## config.mk

```make
export PLATFORM = sky130hd
export DESIGN_NAME = efpec_ctrl
export DESIGN_NICKNAME = d
export VERILOG_FILES = /design/src/rtl/efpec_pkg.sv /design/src/rtl/efpec_ctrl.sv /design/src/rtl/efpec_mode_sw.sv
export SDC_FILE = /design/constraint.sdc
export NUM_CORES = 1
export LEC_CHECK = 0
export ABC_CLOCK_PERIOD_IN_PS = 4700
export BUFFER_PORTS_ARGS = -buffer_cell sky130_fd_sc_hd__buf_2
export CELL_PAD_IN_SITES_DETAIL_PLACEMENT = 0
export CELL_PAD_IN_SITES_GLOBAL_PLACEMENT = 1
export CORE_MARGIN = 10
export CORE_UTILIZATION = 39
export CTS_BUF_LIST = sky130_fd_sc_hd__clkbuf_16
export DETAILED_ROUTE_END_ITERATION = 8
export PLACE_DENSITY = 0.86
export SKIP_CTS_REPAIR_TIMING = 1
export SLEW_MARGIN = 20
export SYNTH_ARGS = -nofsm -noshare
export SYNTH_HDL_FRONTEND = slang
export SYNTH_SLANG_ARGS = --single-unit
```

## constraint.sdc

```tcl
create_clock -name core_clk -period 4.7 [get_ports core_clk]
set_clock_uncertainty 0.1 [all_clocks]
set_input_delay 0.235 -clock core_clk [delete_from_list [all_inputs] [get_ports core_clk]]
set_output_delay 0.235 -clock core_clk [all_outputs]
set_load 0.02 [all_outputs]
```

## src/rtl/efpec_pkg.sv

```systemverilog
// package for the embedded flash program/erase control block
// assumes a 16-bit core memory bus and a single core clock domain
package efpec_pkg;

  localparam int unsigned DATA_W         = 16;
  localparam int unsigned ADDR_W         = 16;
  localparam int unsigned SEG_N          = 8;

  // register indices, selected by the two lowest address bits
  localparam logic [1:0]  REG_SEGMENT_CONTROL = 2'h0;
  localparam logic [1:0]  REG_TEST_CONTROL    = 2'h1;
  localparam logic [1:0]  REG_LATCHED_ADDR    = 2'h2;
  localparam logic [1:0]  REG_LATCHED_DATA    = 2'h3;

  // mode switch port
  localparam logic [15:0] MODE_PORT      = 16'hFF0F;

  // segment control field positions
  localparam int unsigned EXE_BIT        = 0;
  localparam int unsigned OP_LO          = 1;
  localparam int unsigned VER_LO         = 3;
  localparam int unsigned KEY_LOW_POS    = 5;
  localparam int unsigned KEY_HIGH_POS   = 6;
  localparam int unsigned RSVD_POS       = 7;
  localparam int unsigned SEG_LO         = 8;

  localparam logic [15:0] SEGCTL_RESET   = 16'h0000;
  localparam logic [15:0] ERASE_DATA     = 16'hFFFF;
  localparam logic [4:0]  TEST_RESET     = 5'h00;

  // operation field codes
  localparam logic [1:0]  OP_UNDEF       = 2'h0;
  localparam logic [1:0]  OP_ERASE       = 2'h1;
  localparam logic [1:0]  OP_WRITE       = 2'h2;
  localparam logic [1:0]  OP_FLASH_WRITE = 2'h3;

  // verify field codes
  typedef enum logic [1:0] {
    EFPEC_READ_NORMAL  = 2'h0,
    EFPEC_READ_ONES    = 2'h1,
    EFPEC_READ_ZEROS   = 2'h2,
    EFPEC_READ_INVERSE = 2'h3
  } efpec_read_mode_t;

  // pulse timings kept for reference by software drivers and the bench
  localparam int unsigned CLK_HZ            = 50_000_000;
  localparam int unsigned ERASE_PULSE_US    = 5000;
  localparam int unsigned WRITE_PULSE_US    = 100;
  localparam int unsigned ERASE_PULSE_CYC   = ERASE_PULSE_US * (CLK_HZ / 1_000_000);
  localparam int unsigned WRITE_PULSE_CYC   = WRITE_PULSE_US * (CLK_HZ / 1_000_000);
  localparam int unsigned DEPLETION_WORDS   = 32;

  // memory-bus request from the core
  typedef struct packed {
    logic              sel;
    logic              wr;
    logic [ADDR_W-1:0] addr;
    logic [DATA_W-1:0] wdata;
  } efpec_bus_req_t;

  // drive to the analog array
  typedef struct packed {
    logic             erase;
    logic             write;
    logic             flash_write;
    logic [SEG_N-1:0] seg_en;
    efpec_read_mode_t read_mode;
  } efpec_array_ctl_t;

endpackage : efpec_pkg

```

## src/rtl/efpec_ctrl.sv

```systemverilog
// embedded flash program/erase control: register file, latches and array drive
// assumes core memory bus with one-cycle select pulse, read data valid two cycles after the select
// and an array macro that returns read data combinationally on arr_rdata

////////////////////////////////////////////////////////////////////////////////

module efpec_ctrl
  import efpec_pkg::*;
#(
  parameter int unsigned SEGS = SEG_N
)
(
  input  wire logic                 core_clk,
  input  wire logic                 srst,
  input  wire efpec_bus_req_t       bus_req,
  input  wire logic                 io_out_stb,
  input  wire logic                 io_in_stb,
  input  wire logic [15:0]          io_addr,
  input  wire logic                 abort_execution,
  input  wire logic [DATA_W-1:0]    arr_rdata,
  output logic [DATA_W-1:0]         bus_rdata_q,
  output logic                      reg_mode_q,
  output efpec_array_ctl_t          arr_ctl_q,
  output logic                      arr_rd_q,
  output logic [ADDR_W-1:0]         arr_addr_q,
  output logic [ADDR_W-1:0]         latched_write_address_q,
  output logic [DATA_W-1:0]         latched_write_data_q
);

  logic [15:0]       segment_control_q;
  logic [15:0]       segment_control_d;
  logic [4:0]        test_control_q;
  logic              exec;
  logic              key_ok;
  logic [1:0]        op;
  logic              reg_wr;
  logic              arr_wr;
  logic              arr_rd;
  logic [DATA_W-1:0] rd_mux;
  logic              rd_reg_q;
  logic [1:0]        rd_idx_q;
  logic [SEGS-1:0]   seg_sel;
  logic              start_ok;
  efpec_array_ctl_t  arr_ctl_d;
  logic [1:0]        ver;
  logic              write_clean;
  logic              sel_segctl;
  logic              sel_wr_addr;
  logic              sel_wr_data;

  ////////////////////////////////////////////////////////////////////////////////
  // access mode

  efpec_mode_sw u_mode
  (
    .core_clk   (core_clk),
    .srst       (srst),
    .io_out_stb (io_out_stb),
    .io_in_stb  (io_in_stb),
    .io_addr    (io_addr),
    .reg_mode_q (reg_mode_q)
  );

  assign exec   = segment_control_q[EXE_BIT];
  assign op     = segment_control_q[OP_LO+1:OP_LO];
  assign ver    = segment_control_q[VER_LO+1:VER_LO];
  assign reg_wr = bus_req.sel && bus_req.wr && reg_mode_q;
  // array accesses are dropped while executing
  assign arr_wr = bus_req.sel && bus_req.wr && !reg_mode_q && !exec;
  assign arr_rd = bus_req.sel && !bus_req.wr && !reg_mode_q && !exec;

  ////////////////////////////////////////////////////////////////////////////////
  // register select: the four registers repeat every four words of the range

  always_comb
  begin
    sel_segctl  = 1'b0;
    sel_wr_addr = 1'b0;
    sel_wr_data = 1'b0;
    if (bus_req.addr[1:0] == REG_SEGMENT_CONTROL)
      sel_segctl = 1'b1;
    else if (bus_req.addr[1:0] == REG_LATCHED_ADDR)
      sel_wr_addr = 1'b1;
    else if (bus_req.addr[1:0] == REG_LATCHED_DATA)
      sel_wr_data = 1'b1;
  end

  ////////////////////////////////////////////////////////////////////////////////
  // segment control register

  always_comb
  begin
    segment_control_d = segment_control_q;
    if (reg_wr && sel_segctl)
    begin
      // operation bits always accept writes; execute needs the key to rise
      segment_control_d[OP_LO+1:OP_LO] = bus_req.wdata[OP_LO+1:OP_LO];
      if (!exec)
      begin
        // segments and verify only move while idle
        segment_control_d[15:SEG_LO]         = bus_req.wdata[15:SEG_LO];
        segment_control_d[VER_LO+1:VER_LO]   = bus_req.wdata[VER_LO+1:VER_LO];
      end
      // key is a write-time qualifier, never stored as readable state
      segment_control_d[KEY_HIGH_POS]    = 1'b0;
      segment_control_d[KEY_LOW_POS]     = 1'b0;
      segment_control_d[RSVD_POS]        = 1'b0;
      // execute only rises with key 1 0 in the same access
      if (bus_req.wdata[EXE_BIT] && !exec)
      begin
        segment_control_d[EXE_BIT] = key_ok;
      end
      else
      begin
        segment_control_d[EXE_BIT] = bus_req.wdata[EXE_BIT];
      end
    end
  end

  assign key_ok = bus_req.wdata[KEY_HIGH_POS] && !bus_req.wdata[KEY_LOW_POS];

  always_ff @(posedge core_clk)
  begin
    if (srst)
    begin
      segment_control_q <= SEGCTL_RESET;
    end
    else
    begin
      segment_control_q <= segment_control_d;
    end
  end

  // test register is reserved; held only so its slot has a defined value
  always_ff @(posedge core_clk)
  begin
    if (srst)
      test_control_q <= TEST_RESET;
  end

  ////////////////////////////////////////////////////////////////////////////////
  // write address and data latches

  always_ff @(posedge core_clk)
  begin
    if (srst)
    begin
      latched_write_address_q <= '0;
      latched_write_data_q    <= '0;
    end
    else if (!exec)
    begin
      if (arr_wr)
      begin
        latched_write_address_q <= bus_req.addr;
        latched_write_data_q    <= bus_req.wdata;
      end
      else if (reg_wr && sel_wr_addr)
        latched_write_address_q <= bus_req.wdata;
      else if (reg_wr && sel_wr_data)
        latched_write_data_q <= bus_req.wdata;
    end
  end

  ////////////////////////////////////////////////////////////////////////////////
  // array drive

  // one enable per segment; a cleared bit keeps that segment out of every operation
  for (genvar g = 0; g < SEGS; g++)
  begin : g_seg
    assign seg_sel[g] = segment_control_q[SEG_LO+g];
  end
  // key was checked when execute rose; it is not stored
  assign start_ok = exec && !abort_execution && (seg_sel != '0);
  // a write under a margin read mode would program against the wrong sense level
  assign write_clean = (ver == EFPEC_READ_NORMAL);

  always_comb
  begin
    arr_ctl_d             = '0;
    arr_ctl_d.read_mode   = efpec_read_mode_t'(ver);
    arr_ctl_d.seg_en      = seg_sel;
    if (start_ok)
    begin
      // op code 00 drives nothing
      if (op == OP_ERASE)
      begin
        arr_ctl_d.erase = (latched_write_data_q == ERASE_DATA);
      end
      else if (op == OP_WRITE)
      begin
        arr_ctl_d.write = write_clean;
      end
      else if (op == OP_FLASH_WRITE)
      begin
        arr_ctl_d.flash_write = 1'b1;
      end
    end
  end

  always_ff @(posedge core_clk)
  begin
    if (srst)
      arr_ctl_q <= '0;
    else
      arr_ctl_q <= arr_ctl_d;
  end

  always_ff @(posedge core_clk)
  begin
    if (srst)
    begin
      arr_rd_q   <= 1'b0;
      arr_addr_q <= '0;
    end
    else
    begin
      arr_rd_q <= arr_rd;
      if (arr_rd)
        arr_addr_q <= bus_req.addr;
      else if (exec)
        arr_addr_q <= latched_write_address_q;
    end
  end

  ////////////////////////////////////////////////////////////////////////////////
  // read path

  always_ff @(posedge core_clk)
  begin
    if (srst)
    begin
      rd_reg_q <= 1'b0;
      rd_idx_q <= 2'h0;
    end
    else
    begin
      rd_reg_q <= bus_req.sel && !bus_req.wr && reg_mode_q;
      rd_idx_q <= bus_req.addr[1:0];
    end
  end

  always_comb
  begin
    rd_mux = '0;
    if (rd_reg_q)
    begin
      if (rd_idx_q == REG_SEGMENT_CONTROL)
      begin
        rd_mux = segment_control_q;
      end
      else if (rd_idx_q == REG_TEST_CONTROL)
      begin
        rd_mux = {11'h000, test_control_q};
      end
      else if (rd_idx_q == REG_LATCHED_ADDR)
      begin
        rd_mux = latched_write_address_q;
      end
      else
      begin
        rd_mux = latched_write_data_q;
      end
    end
    // array data is taken from the macro one cycle after the strobe
    else if (arr_rd_q)
    begin
      rd_mux = arr_rdata;
    end
  end

  always_ff @(posedge core_clk)
  begin
    if (srst)
      bus_rdata_q <= '0;
    else
      bus_rdata_q <= rd_mux;
  end

endmodule : efpec_ctrl

```

## src/rtl/efpec_mode_sw.sv

```systemverilog
// register/array access mode switch driven by core port commands
// assumes io strobes are single-cycle pulses on core_clk
module efpec_mode_sw
  import efpec_pkg::*;
(
  input  wire logic        core_clk,
  input  wire logic        srst,
  input  wire logic        io_out_stb,
  input  wire logic        io_in_stb,
  input  wire logic [15:0] io_addr,
  output logic             reg_mode_q
);

  logic reg_mode_d;

  always_comb
  begin
    reg_mode_d = reg_mode_q;
    if (io_out_stb && io_addr == MODE_PORT)
    begin
      reg_mode_d = 1'b1;
    end
    else if (io_in_stb && io_addr == MODE_PORT)
    begin
      reg_mode_d = 1'b0;
    end
  end

  always_ff @(posedge core_clk)
  begin
    if (srst)
      reg_mode_q <= 1'b0;
    else
      reg_mode_q <= reg_mode_d;
  end

endmodule : efpec_mode_sw

```

# Word level (Yosys, flattened, before mapping)

Index checks and enable logic that the tools add are counted.

Latch bits: 0
Register bits after elaboration: 95
Memories: 0
Word-level logic and storage cells: 87
Output and inout port bits: 79
ROM bits: 0
Bits in writable memories: 0
Bits of input ports: 71

Div/mod/pow operators: 0
Reduce and logical (&&, ||, !) cells: 36
Multipliers: 0
Add/sub/neg operators: 0
Shift operators: 0
Magnitude comparators: 0
Bitwise gates (word level): 4
Equal/unequal tests: 10
Mux-type cells: 22

Operators by type and width:

| kind                                          | number |
|---|---|
| two-way mux 16 bit                            | 12 |
| == test 16 bit, second input constant         | 2 |
| logical AND 1 bit                             | 17 |
| == test 2 bit, second input constant          | 5 |
| two-way mux 1 bit                             | 10 |
| nonzero test 2 bit                            | 4 |
| nonzero test 8 bit                            | 1 |
| OR reduction 4 bit                            | 2 |
| zero test 2 bit                               | 3 |
| zero test 1 bit                               | 5 |
| == test 2 x 1 -> 1 bit, second input constant | 2 |
| inverter 1 bit                                | 4 |
| AND reduction 2 bit                           | 2 |
| AND reduction 3 bit                           | 1 |
| OR reduction 3 bit                            | 1 |
| != test 2 bit, second input constant          | 1 |

# Depth between registers and ports, before layout

Word-level depth: 8
Mapped depth: 6
Mapped depth without buffers: 4

# Cells and area by module

From an unflattened synthesis, not the netlist that was laid out.

Cell total of the unflattened synthesis: 467
Area, all modules: 4404.2 um^2

By module, submodules not included:

| module        | cells each | times used | area each (um^2) | seq. area each (um^2) |
|---|---|---|---|---|
| efpec_ctrl    | 457        | 1          | 4300.4           | 1881.8 |
| efpec_mode_sw | 10         | 1          | 103.8            | 20.0 |

# Worst setup path before layout

No wires, ideal clock.

Path type: flip-flop to flip-flop
Start: reg u_mode.reg_mode_q
End: reg arr_addr_q[10]
Stages on the path, launching flop included: 7
Setup slack: 2.973 ns
Buffers on the path: 2
Clock period less this slack: 1.727 ns
Required time: 4.468 ns
Setup time: 0.132 ns
Arrival time: 1.495 ns
Cell sequence: dfxtp_1 > buf_6 > nor3b_4 > buf_6 > mux2_1 > nand2_1 > a21oi_1

Word-level cells in the longest chain between the ends: 4
Elaborated cells on any way between the ends: 5
Those cells by class: mux (1); reduce/logical (4)

RTL lines:

| item                                                     | RTL line            | source |
|---|---|---|
| from (decl)                                              | efpec_mode_sw.sv:11 | `output logic reg_mode_q` |
| from (signal assigned)                                   | efpec_mode_sw.sv:34 | `reg_mode_q <= reg_mode_d;` |
| zero test 1 bit (*)                                      | efpec_ctrl.sv:70    | `assign arr_rd = bus_req.sel && !bus_req.wr && !reg_mode_q && !exec;` |
| logical AND 1 bit (*) (2 in a row)                       | efpec_ctrl.sv:70    |  |
| two-way mux 16 bit or nonzero test 2 bit (tied branches) | -                   |  |
| to (signal assigned)                                     | efpec_ctrl.sv:220   | `arr_addr_q <= bus_req.addr;` |
| to (signal assigned)                                     | efpec_ctrl.sv:222   | `arr_addr_q <= latched_write_address_q;` |
| to (decl)                                                | efpec_ctrl.sv:25    | `output logic [ADDR_W-1:0] arr_addr_q,` |

Every way passes the cells marked *; elsewhere a longest branch is shown, timed or not.
A chain may end at the register's enable or synchronous reset.

# Worst setup path after layout

Start: reg segment_control_q[0]
End: reg arr_ctl_q[11] in the netlist's numbering

Word-level cells in the longest chain between the ends: 4

RTL lines:

| item                           | RTL line          | source |
|---|---|---|
| from (decl)                    | efpec_ctrl.sv:30  | `logic [15:0] segment_control_q;` |
| from (signal assigned)         | efpec_ctrl.sv:130 | `segment_control_q <= segment_control_d;` |
| logical AND 1 bit (2 in a row) | efpec_ctrl.sv:174 | `assign start_ok = exec && !abort_execution && (seg_sel != '0);` |
| inverter 1 bit (no line)       | -                 |  |
| OR reduction 4 bit (no line)   | -                 |  |
| to (signal assigned)           | efpec_ctrl.sv:206 | `arr_ctl_q <= arr_ctl_d;` |
| to (decl)                      | efpec_ctrl.sv:23  | `output efpec_array_ctl_t arr_ctl_q,` |

No other way between the ends.

==> flow_summary_export.csv <==
group,metric,value,unit
global_routing,grt_pass1_vias,3512,
power,powerDensity,358,mW/mm^2
global_routing,top_usage_layer,"met2",
drt,wl_per_cell,18.2,um
run,maxCapViolCount,0,
place,port-buffer-count,149,
die,core,0.0102,mm^2
setup_path,crit_family,"compound AO/OA/AOI/OAI gates",
global_routing,grtUsageTotal,16.2,%
die,dieWidth,122,um
synth,async_flop_share,0,%
drt,drt_iter0_drc,294,
sta,fin_ws,2250,ps
global_routing,grt_pass1_wl,19.2,mm
die,initial_core_util,39.5,%
synth,synthFlopType,"dfxtp_1",
place,place_ws,2220,ps
sta,fin_crit_sh,52.2,%
setup_path,critPathArrivalTime,2630,ps
synth,syn_inst,413,
synth,synth_top_area_cell,"dfxtp_1",
die,io_pins,150,
drt,num_vias,3468,
layout,drive_above_1_share,35.5,%
global_routing,grtUsageMet3,4.21,%
layout,layout_common_cells,"buf_2, dfxtp_1, nor2_1, mux2i_1, nand2_1",
setup_path,endpoint_kind,"flop",
synth,avgSynthCellArea,9.74,um^2
clock_tree,clock_latency,330,ps
clock_tree,cts_inserted_buffers,9,
synth,synth_top_area_share,47.3,%
place,dpl.hpwl,9.62,mm
setup_path,required,4870,ps
layout,area_delta_synth_final,27.3,%
drt,wl,12.5,mm
global_routing,grt.overflow.total,0,
setup_path,path_cells,"inv_2 > a2111oi_0 > and4b_1",
clock_tree,ctsHtreeMaxLevel,3,
sta,hold_viol_final,0,
global_routing,grt.met1_usage,21.1,%
synth,synthTopCellsByArea,"dfxtp_1, mux2i_1, mux2_2, nor2_1, a21oi_1",
power,peakVddDrop,0.000207,V
setup_path,critPathMaxStageDelay,830,ps
worst_hold_path,hold_class,"in -> reg",
sta,setup_tns,0,ps
layout,final_nets,619,
layout,antenna_cells,0,
drt,remaining_drc_errors,0,
place,gp_congestion,0.857,
drt,via_per_inst,5.06,
global_routing,antenna_found_initial,0,
setup_path,rrSetupSlack,2250,ps
synth,syn_nets,487,
clock_tree,cts_buffer_depth,2,
sta,max_freq,0.408,GHz
clock_tree,cts_sinks,95,
power,leakagePower,2.40,nW
sta,finalSetupViolations,0,
synth,synth_warnings,0,
sta,max_slew_margin,35.5,%
run_status,status,"finished clean",
sta,finalCriticalPeriod,2450,ps
clock_tree,cts_tree,"built",
setup_path,slowest_stage,"a2111oi_0",
synth,syn_area,0.00402,mm^2
global_routing,met2_usage,25.6,%
sta,rsz0062_at_grt,"no",
synth,synth-seq-cells,95,
die,rows,37,
synth,synth-edff-count,0,
clock_tree,root_buffer,"clkbuf_16",
sta,worstMarginPinSlew,967,ps
setup_path,critPathKind,"reg -> reg",
global_routing,grt_start_max_net_pins,52,
clock_tree,clk_pin_slew,70,ps
layout,final_common_cell,"buf_2",
drt,antenna_left,0,
die,die-area,0.0148,mm^2
synth,ys_seq_area_share,47.3,%
setup_path,crit_path_max_fanout,20,
setup_path,cp_num_buf_inv,1,
die,die_h,122,um
sta,finalMaxSlewViolations,0,
drt,first_pass_iters,5,
setup_path,worstSetupStartpointType,"flop",
synth,synth_cell_type_count,37,
[final timing paths]
| path | start | cells after the start | to |
|---|---|---|---|
| worst max-delay path | segment_control_q[0]$_SDFFE_PP0P_ | 3 | arr_ctl_q[11]$_SDFF_PP0_ |
| worst min-delay path | io_out_stb | 2 | u_mode.reg_mode_q$_SDFFE_PP0P_ |
| worst min register to register | latched_write_data_q[13]$_SDFFE_PP0P_ | 2 | arr_ctl_q[12]$_SDFF_PP0_ |
| worst max register to register | segment_control_q[0]$_SDFFE_PP0P_ | 3 | arr_ctl_q[11]$_SDFF_PP0_ |
[stage by stage]
stage / std cells / area, um^2 / utilization (%) / total power [mW] / hold WS (ps)
2_1_floorplan: 413 / 4020 / - / 0.994 / 211
3_3_place_gp: 670 / 4800 / 47.1 / 1.08 / 366
3_5_place_dp: 670 / 4800 / 47.1 / 1.08 / 369
4_1_cts: 686 / 5110 / 50.2 / 1.84 / 25.2
5_1_grt: 686 / 5120 / 50.3 / 1.90 / 35.5
6_report: 686 / 5120 / 50.3 / 1.83 / 22.0
[synth_stat cells, types with 2 or more instances]
master,n
a21oi_1,35
a22o_1,13
a22oi_1,12
a32oi_1,3
and3_1,2
buf_1,2
buf_2,6
buf_6,4
clkbuf_1,16
dfxtp_1,95
ha_1,3
inv_1,3
mux2_1,9
mux2_2,23
mux2i_1,44
nand2_1,37
nand3_1,2
nand4_1,6
nor2_1,49
nor2b_1,13
nor3b_1,2
nor4_1,4
o21ai_0,16
[state kept, by name (all words and copies together) (netlist names), 2 cells and up]
signal	flops
arr_ctl_q	13
rd_idx_q	2
bus_rdata_q	16
latched_write_data_q	16
segment_control_q	13
arr_addr_q	16
latched_write_address_q	16
[cells by family (layout without fill, tap and decap cells)]
| family | count (synthesis) | count (layout) | share of synthesized area (%) |
|---|---|---|---|
| flip-flops | 95 | 95 | 47.3 |
| adder cells (fa/ha/maj) | 3 | 3 | 0.933 |
| AO/OA/AOI/OAI | 83 | 83 | 13.2 |
| buffers and inverters | 33 | 170 | 4.11 |
| multiplexers | 76 | 76 | 19.9 |
| AND/OR/NAND/NOR | 123 | 123 | 14.6 |
[where the power goes]
part	internal, mW	leakage (nW)	switching, mW
registers	0.832	0.774	0.0284
logic	0.0862	1.48	0.120
clock network	0.461	0.147	0.305
total	1.38	2.40	0.453
[layer usage]
| layer | vias up | part of all wire [%] |
|---|---|---|
| li1 | 1724 | - |
| met1 | 1611 | 45 |
| met2 | 118 | 47 |
| met3 | 15 | 6.8 |
| met4 | 0 | 1.5 |
| met5 | - | 0 |
[layout make-up]
cell class / count / area, um^2
fillers: 976 / 5060
multi-input cells: 285 / 1970
flip-flops and latches: 95 / 1900
repair buffers: 150 / 753
clock buffers: 9 / 225
well taps: 136 / 170
clock inverters: 7 / 87.6
inverters: 4 / 15.0
(Power assumes the default switching activity.)
